==> config.mk <==
export PLATFORM = sky130hd
export DESIGN_NAME = ppmc_top
export DESIGN_NICKNAME = d
export VERILOG_FILES = /design/src/hw/ppmc_top.v /design/src/hw/ppmc_pwr_state.v
export VERILOG_INCLUDE_DIRS = /design/src /design/src/shared
export SDC_FILE = /design/constraint.sdc
export NUM_CORES = 1
export LEC_CHECK = 0
export ABC_AREA = 0
export BUFFER_PORTS_ARGS = -buffer_cell sky130_fd_sc_hd__buf_2
export CORE_AREA = 2 2 67 69
export DETAILED_ROUTE_END_ITERATION = 6
export DIE_AREA = 0 0 69 71
export PLACE_DENSITY = 0.65
export SYNTH_ARGS = -nofsm -noshare
export SYNTH_HDL_FRONTEND = slang
export SYNTH_SLANG_ARGS = --single-unit
==> constraint.sdc <==
create_clock -name core_clk_in -period 1.9 [get_ports core_clk_in]
set_input_delay 0.57 -clock core_clk_in [delete_from_list [all_inputs] [get_ports core_clk_in]]
set_output_delay 0.57 -clock core_clk_in [all_outputs]
set_load 0.005 [all_outputs]
==> src/shared/ppmc_map.vh <==
`ifndef PPMC_MAP_VH
`define PPMC_MAP_VH

// configuration space byte offsets
`define PPMC_OFS_CAPS 8'hc0
`define PPMC_OFS_CTRL_STAT 8'hc4

// capability word fields
`define PPMC_CAP_CODE 8'h01
`define PPMC_CAP_NEXT_PTR 8'h00
`define PPMC_CAP_VERSION 3'h2
`define PPMC_CAP_WAKE_STATES 4'hf
`define PPMC_CAP_AUX_FULL 3'h7
`define PPMC_CAP_AUX_NONE 3'h0
`define PPMC_CAP_COLD_BIT 31
`define PPMC_CAP_STATES_LSB 27
`define PPMC_CAP_D2_BIT 26
`define PPMC_CAP_D1_BIT 25
`define PPMC_CAP_AUX_LSB 22
`define PPMC_CAP_VER_LSB 16
`define PPMC_CAP_NEXT_LSB 8

// control-status word fields
`define PPMC_WAKE_FLAG_BIT 15
`define PPMC_SCALE_MSB 14
`define PPMC_SCALE_LSB 13
`define PPMC_SELECT_MSB 12
`define PPMC_SELECT_LSB 9
`define PPMC_WAKE_EN_BIT 8
`define PPMC_STATE_MSB 1
`define PPMC_STATE_LSB 0

// reset values
`define PPMC_RST_SCALE 2'h0
`define PPMC_RST_SELECT 4'h0
`define PPMC_RST_STATE 2'h0
`define PPMC_RST_FLAG 1'h0

// power state encodings
`define PPMC_STATE_D0 2'h0
`define PPMC_STATE_D1 2'h1
`define PPMC_STATE_D2 2'h2
`define PPMC_STATE_D3HOT 2'h3

// which optional states this function accepts
`define PPMC_D1_SUPPORTED 1'h1
`define PPMC_D2_SUPPORTED 1'h1

`endif

==> src/hw/ppmc_top.v <==
// Overview of operation
// - low byte of capability word always reads code 01h, read-only
// - wake event sets the wake flag regardless of the enable bit
// - writing one clears wake flag, releasing wake pin; writing zero does nothing
// - wake flag resets to zero, or only on power-up when cold wake supported
// - wake pin asserted only while the wake enable bit is set
// - wake enable resets to zero, or only on power-up when cold wake supported
// - measure scale field bits 14:13 read-only zero
// - measure select field bits 12:9 writable, resets zero, selects nothing
// - power state field bits 1:0 requests and reports D0 through D3hot
// - unsupported power state writes complete but leave state unchanged
// - cold wake support set only with aux power sensed and stored bit set
`timescale 1ns/1ps
`default_nettype none
`include "ppmc_map.vh"

module ppmc_top (
    input wire core_clk_in,
    input wire rst_in,
    input wire por_in,
    input wire sw_rst_in,
    input wire aux_power_sense_in,
    input wire stored_cold_wake_in,
    input wire wake_event_in,
    input wire cfg_rd_in,
    input wire cfg_wr_in,
    input wire [7:0] cfg_addr_in,
    input wire [3:0] cfg_be_in,
    input wire [31:0] cfg_wdata_in,
    output wire [31:0] cfg_rdata_out,
    output wire cfg_ack_out,
    output wire pme_out,
    output wire pme_oe_n_out,
    output wire [1:0] power_state_out,
    output wire [3:0] measure_select_out,
    output wire cold_wake_support_out
);

reg [31:0] rdata_ff;
reg [31:0] nxt_rdata;
reg ack_ff;
reg wake_flag_ff;
reg nxt_wake_flag;
reg wake_en_ff;
reg nxt_wake_en;
reg [3:0] select_ff;
reg [3:0] nxt_select;
reg cold_wake_ff;
reg nxt_cold_wake;
reg pme_oe_n_ff;
reg pme_ff;
reg [1:0] state_mirror_ff;

wire [1:0] state_cur;
wire [31:0] lane_mask;
wire [31:0] wr_bits;
wire ctrl_wr;
wire state_wr;
wire hw_rst;
wire wake_rst;

function addr_hit;
    input [7:0] addr;
    input [7:0] ofs;
    begin
        addr_hit = (addr[7:2] == ofs[7:2]);
    end
endfunction

// byte enables turn into a per-bit write mask
genvar lane;
generate
    for (lane = 0; lane < 4; lane = lane + 1) begin : g_lane
        assign lane_mask[lane*8 +: 8] = {8{cfg_be_in[lane]}};
    end
endgenerate

assign ctrl_wr = cfg_wr_in && addr_hit(cfg_addr_in, `PPMC_OFS_CTRL_STAT);
assign wr_bits = cfg_wdata_in & lane_mask;
assign state_wr = ctrl_wr && cfg_be_in[0];
assign hw_rst = rst_in || por_in;
// sticky wake bits survive ordinary resets only with cold wake support
assign wake_rst = por_in || ((rst_in || sw_rst_in) && !cold_wake_ff);

// power state register with the supported-state filter
ppmc_pwr_state ppmc_pwr_state_inst (
    .core_clk_in(core_clk_in),
    .rst_in(hw_rst || sw_rst_in),
    .wr_in(state_wr),
    .wdata_in(cfg_wdata_in[`PPMC_STATE_MSB:`PPMC_STATE_LSB]),
    .state_out(state_cur)
);

// cold wake support caught while reset is active
always @* begin
    nxt_cold_wake = cold_wake_ff;
    if (hw_rst) begin
        nxt_cold_wake = aux_power_sense_in && stored_cold_wake_in;
    end
end

always @* begin
    nxt_wake_flag = wake_flag_ff;
    if (wake_rst) begin
        nxt_wake_flag = `PPMC_RST_FLAG;
    end else if (wake_event_in) begin
        // a new event beats a same-cycle clear so none is lost
        nxt_wake_flag = 1'b1;
    end else if (ctrl_wr && wr_bits[`PPMC_WAKE_FLAG_BIT]) begin
        nxt_wake_flag = 1'b0;
    end
end

always @* begin
    nxt_wake_en = wake_en_ff;
    if (wake_rst) begin
        nxt_wake_en = 1'b0;
    end else if (ctrl_wr && cfg_be_in[1]) begin
        nxt_wake_en = cfg_wdata_in[`PPMC_WAKE_EN_BIT];
    end
end

always @* begin
    nxt_select = select_ff;
    if (ctrl_wr && cfg_be_in[1]) begin
        // stored only; nothing is reported through it
        nxt_select = cfg_wdata_in[`PPMC_SELECT_MSB:`PPMC_SELECT_LSB];
    end
end

// read mux, registered so data appear with the ack
always @* begin
    nxt_rdata = 32'h00000000;
    if (addr_hit(cfg_addr_in, `PPMC_OFS_CAPS)) begin
        nxt_rdata[7:0] = `PPMC_CAP_CODE;
        nxt_rdata[15:8] = `PPMC_CAP_NEXT_PTR;
        nxt_rdata[18:16] = `PPMC_CAP_VERSION;
        nxt_rdata[24:22] = cold_wake_ff ? `PPMC_CAP_AUX_FULL : `PPMC_CAP_AUX_NONE;
        nxt_rdata[`PPMC_CAP_D1_BIT] = `PPMC_D1_SUPPORTED;
        nxt_rdata[`PPMC_CAP_D2_BIT] = `PPMC_D2_SUPPORTED;
        nxt_rdata[30:27] = `PPMC_CAP_WAKE_STATES;
        nxt_rdata[`PPMC_CAP_COLD_BIT] = cold_wake_ff;
    end else if (addr_hit(cfg_addr_in, `PPMC_OFS_CTRL_STAT)) begin
        // upper half and bits 7:2 stay zero
        nxt_rdata[`PPMC_WAKE_FLAG_BIT] = wake_flag_ff;
        nxt_rdata[`PPMC_SCALE_MSB:`PPMC_SCALE_LSB] = `PPMC_RST_SCALE;
        nxt_rdata[`PPMC_SELECT_MSB:`PPMC_SELECT_LSB] = select_ff;
        nxt_rdata[`PPMC_WAKE_EN_BIT] = wake_en_ff;
        nxt_rdata[`PPMC_STATE_MSB:`PPMC_STATE_LSB] = state_cur;
    end
end

always @(posedge core_clk_in) begin
    cold_wake_ff <= nxt_cold_wake;
    wake_flag_ff <= nxt_wake_flag;
    wake_en_ff <= nxt_wake_en;
    if (hw_rst || sw_rst_in) begin
        select_ff <= `PPMC_RST_SELECT;
        rdata_ff <= 32'h00000000;
        ack_ff <= 1'b0;
        state_mirror_ff <= `PPMC_RST_STATE;
    end else begin
        select_ff <= nxt_select;
        rdata_ff <= cfg_rd_in ? nxt_rdata : 32'h00000000;
        ack_ff <= cfg_rd_in || cfg_wr_in;
        state_mirror_ff <= state_cur;
    end
end

// wake pin: open drain, low-active enable while pulling low
// open drain: the driven value never changes, kept in a flop like every output
always @(posedge core_clk_in) begin
    pme_ff <= 1'b0;
end

always @(posedge core_clk_in) begin
    if (wake_rst) begin
        pme_oe_n_ff <= 1'b1;
    end else begin
        pme_oe_n_ff <= !(nxt_wake_flag && nxt_wake_en);
    end
end

assign cfg_rdata_out = rdata_ff;
assign cfg_ack_out = ack_ff;
assign pme_out = pme_ff;
assign pme_oe_n_out = pme_oe_n_ff;
assign power_state_out = state_mirror_ff;
assign measure_select_out = select_ff;
assign cold_wake_support_out = cold_wake_ff;

endmodule // ppmc_top

`default_nettype wire

==> src/hw/ppmc_pwr_state.v <==
`timescale 1ns/1ps
`default_nettype none
`include "ppmc_map.vh"

module ppmc_pwr_state (
    input wire core_clk_in,
    input wire rst_in,
    input wire wr_in,
    input wire [1:0] wdata_in,
    output wire [1:0] state_out
);

reg [1:0] state_ff;
reg [1:0] nxt_state;

function state_ok;
    input [1:0] s;
    begin
        case (s)
            `PPMC_STATE_D1: state_ok = `PPMC_D1_SUPPORTED;
            `PPMC_STATE_D2: state_ok = `PPMC_D2_SUPPORTED;
            default: state_ok = 1'b1;
        endcase
    end
endfunction

always @* begin
    nxt_state = state_ff;
    // unsupported request: bus cycle still completes, value dropped
    if (wr_in && state_ok(wdata_in)) begin
        nxt_state = wdata_in;
    end
end

always @(posedge core_clk_in) begin
    if (rst_in) begin
        state_ff <= `PPMC_RST_STATE;
    end else begin
        state_ff <= nxt_state;
    end
end

assign state_out = state_ff;

endmodule // ppmc_pwr_state

`default_nettype wire

[Word level (Yosys, flattened, before mapping)]
Cells that the tools add are included.
Storage, ports and cells
  bits in registers: 45
  output and inout bits: 42
  logic and storage cells: 48
Cells by class
  bitwise logic cells: 4
  equal/unequal tests: 2
  reduce and logical (&&, ||, !) cells: 18
  mux-type cells: 11
Operator list (count)
  bitwise AND 16 bit: 1
  equality test 6 bit, second input constant: 2
  two-way mux 9 bit: 1
  two-way mux 8 bit: 1
  logical AND 1 bit: 7
  two-way mux 1 bit: 7
  OR reduction 3 bit: 2
  logical OR 1 bit: 5
  OR reduction 4 bit: 1
  two-way mux 3 bit: 1
  inverter 1 bit: 3
  zero test 1 bit: 2
  two-way mux 2 bit: 1
  OR reduction 2 bit: 1

[Logic depth before layout (Yosys ltp)]
  depth in word-level cells: 8
  depth in mapped cells: 4
  mapped depth without buffers: 3

[Modules after synthesis]
A second synthesis with hierarchy kept.
Unflattened totals
  cells, all modules: 111
  area total of the unflattened synthesis: 1056.0 um2
Modules (own cells, without submodules)
  ppmc_top: area an instance 988.4 um2, sequential area each 430.4 um2, cells each 105, instances 1
  ppmc_pwr_state: area an instance 67.6 um2, sequential area each 40.0 um2, cells each 6, instances 1

[Least setup slack after synthesis]
Ideal clock, no wire load.
  path kind: input port to flip-flop
  from: input cfg_addr_in[3]
  to: register select_ff[0] (netlist: measure_select_out[0])
  data arrival time: 1.431 ns
  path slack: 0.338 ns
  buffers on the path: 1
  stages: 4
  path through: or4b_1 > buf_2 > o21ai_0 > a21oi_1
On the way
  longest elaborated chain between the ends: 3
Ends and longest elaborated chain
  start, declared: line ppmc_top.v:27  | input wire [7:0] cfg_addr_in,
  equality test 6 bit: line ppmc_top.v:66  | addr_hit = (addr[7:2] == ofs[7:2]);
  logical AND 1 bit: line ppmc_top.v:78  | assign ctrl_wr = cfg_wr_in && addr_hit(cfg_addr_in, `PPMC_OFS_CTRL_STAT);
  logical AND 1 bit: line ppmc_top.v:125  | if (ctrl_wr && cfg_be_in[1]) begin
  end signal, assigned: line ppmc_top.v:158  | select_ff <= `PPMC_RST_SELECT;
  end signal, assigned: line ppmc_top.v:163  | select_ff <= nxt_select;
  end, declared: line ppmc_top.v:46  | reg [3:0] select_ff;
Every way passes these cells.
A chain may end at the register's enable or synchronous reset.

[Final worst setup path]
Ends and elaborated chain as after synthesis.

==> results by group <==
STA
  • Crit share post-route: 84.12%
  • Max Fclk: 0.6257 GHz
  • Min Tclk post-route: 1.598 ns
  • Setup TNS: 0 ns
  • Pins Over Slew Limit: 0
  • Final Hold Viols: 0
  • RSZ-0062 raised after global routing: false
  • Layout Skew: 0.002206 ns
  • Final setup fails: 0

Clocking
  • Post-cts gate resize count: 0
  • Hold-fix buffers at CTS: 0
  • Setup bufs post-CTS: 0
  • CTS tree: built
  • H-tree Lvls: 1
  • Clk slew on worst S/H paths: 0.08 ns
  • Worst-Skew Late Latency: 0.26 ns
  • Root Buffer: clkbuf_8
  • Total CTS buffers: 3
  • CTS sink cnt: 23
  • Maximum clock path buffer count: 2

Detailed routing
  • Vias: 830
  • First-pass DRT Iterations: 4
  • DR iter-0 viols: 78
  • Via density: 4.029
  • DR WL/cell: 11.03 um
  • Detailed Route WL: 2273 um
  • Post-route ant nets: 0
  • Drt drc: 0

GRT
  • Global-route wire length before repair: 3622 um
  • Vias in the first global route: 752
  • GRT Overall Usage: 9.455%
  • Largest net degree at the start of global routing: 13
  • Initial antenna violation count: 0
  • GRT overflow: 0

Synthesis
  • Fraction of registers with async set/reset: 0%
  • Top FF cell, synth: dfxtp_1
  • Synth Register Bits: 23
  • Mapped Cells: 110
  • Synth warn: 0
  • Post-synth EDFFs: 1
  • Synthesized area per cell: 9.282 um^2
  • Post-synthesis sequential area ratio: 46.08%
  • Synth Cell Area: 1021 um^2
  • Post-synth cell types: 28

Critical path
  • Critical Setup Path Class: in -> reg
  • Delay of the slowest critical-path stage: 0.72 ns
  • CP arrival: 1.74 ns
  • CP endpoint kind: flip-flop
  • Buf+Inv Stages, Crit Path: 1
  • CP Max Fanout: 8
  • Slowest-stage cell, CP: or4b_1
  • CP required: 2.04 ns
  • CP Launch Type: primary input
  • Top Family by Delay on Critical Path: simple AND/OR/NAND/NOR gates
  • Crit-path cells: buf_2, or4b_1, o21ai_0, a21oi_1

Cells and area
  • Diodes inserted: 0
  • P&R area growth vs syn: 23.53%
  • Non-Filler Instances: 206
  • Filler cells: 476
  • Fin nets: 208
  • Finished Core Util: 30.00%
  • Commonest cells after routing, fill and taps aside: 52 x buf_2, 22 x dfxtp_1, 14 x conb_1, 9 x and2_1
  • Most common cell after layout, fill and taps aside: buf_2
  • Layout cells sized above 1: 38.31%

Die
  • DIE WIDTH: 69 um
  • Top Ports: 95
  • Die Area: 4899 um^2
  • Chip Height: 71 um
  • Starting Density: 24.29%
  • CORE AREA: 4204 um^2
  • Row cnt: 24

Power
  • Max IR drop VDD: 0.0002365 V
  • Pwr per Cell Area: 682.7 nW/um^2
  • P_leak: 0.5962 nW

Flow run
  • Maxcap violations: 0

Placement
  • Final Wtd Congestion: 0.7497
  • Post-DP HPWL: 1860 um
  • PortBufs: 52
  • Placed Cells: 202

Outcome
  • Status: finished, final reports clean

Worst hold path
  • Hold Crit Class: reg -> reg
[synthesized netlist by cell type, drive strengths merged (2+ instances only)]
master / number / area [um^2]
nor2: 8 / 30.03
a21oi: 7 / 35.03
buf: 25 / 182.7
o21ai: 7 / 38.79
and4: 3 / 26.28
nor4b: 2 / 32.53
nand3: 8 / 40.04
and2: 9 / 56.30
nand4: 2 / 12.51
inv: 4 / 15.01
dfxtp: 22 / 440.4
[kinds of logic after synthesis]
family / synth area share (%)
AND/OR/NAND/NOR: 23.41
other: 0.3673
flip-flops: 46.08
AO/OA/AOI/OAI: 10.42
buffers and inverters: 19.73
[per-stage QoR]
stage	setup WS (ns)	area, um^2	total power (W)	hold WS (ns)
global placement	0.05449	1216	0.0005725	0.4280
detailed placement	0.05749	1216	0.0005730	0.4306
finish	0.3018	1261	0.0008610	0.4411
CTS	0.3403	1261	0.0008715	0.4418
global route	0.2368	1261	0.0009099	0.4625
floorplan	0.3384	1070	0.0005509	0.4155
[where the power goes]
group / switching, W / internal, W / leakage (nW)
registers: 0.00000279 / 0.000489 / 0.188
logic: 0.0000396 / 0.0000300 / 0.385
clock network: 0.000150 / 0.000149 / 0.0228
[flip-flops by register name, summed over array words and instances, names as in the netlist]
signal,count
power_state_out,2
cfg_ack_out,1
cold_wake_support_out,1
ppmc_pwr_state_inst.state_out,2
pme_oe_n_out,1
measure_select_out,4
wake_flag_ff,1
wake_en_ff,1
cfg_rdata_out,10
[area by class of cell]
cell class / instances / area (um^2) / share of cell area [%]
Tap cell: 52 / 65.06 / 5.159
Sequential cell: 23 / 470.5 / 37.30
Inverter: 4 / 15.01 / 1.190
Clock buffer: 4 / 45.04 / 3.571
Timing Repair Buffer: 53 / 267.8 / 21.23
Multi-Input combinational cell: 70 / 397.9 / 31.55
[worst paths after layout]
| kind | end | slack, ns | from | cells past startpoint |
|---|---|---|---|---|
| worst max-delay path | measure_select_out[0] | 0.30 | cfg_addr_in[3] | 4 |
| worst min-delay path | power_state_out[1] | 0.44 | ppmc_pwr_state_inst.state_out[1] | 2 |
| worst max register to register | wake_flag_ff | 1.04 | cold_wake_support_out | 2 |
| worst min register to register | power_state_out[1] | 0.44 | ppmc_pwr_state_inst.state_out[1] | 2 |
[worst reg2reg max path, cell delays in order, from the launching register on]
cell	delay (ns)
edfxtp_1	0.43
o221ai_1	0.24
nor2_1	0.08
[routing by layer]
layer,wire [um],up-vias,global-route usage [%]
li1,-,425,-
met1,971,359,11.78
met2,1023,42,14.10
met3,240,4,4.986
met4,37,0,3.050
met5,0,-,0
No activity file was read; power rests on OpenSTA's default activity.
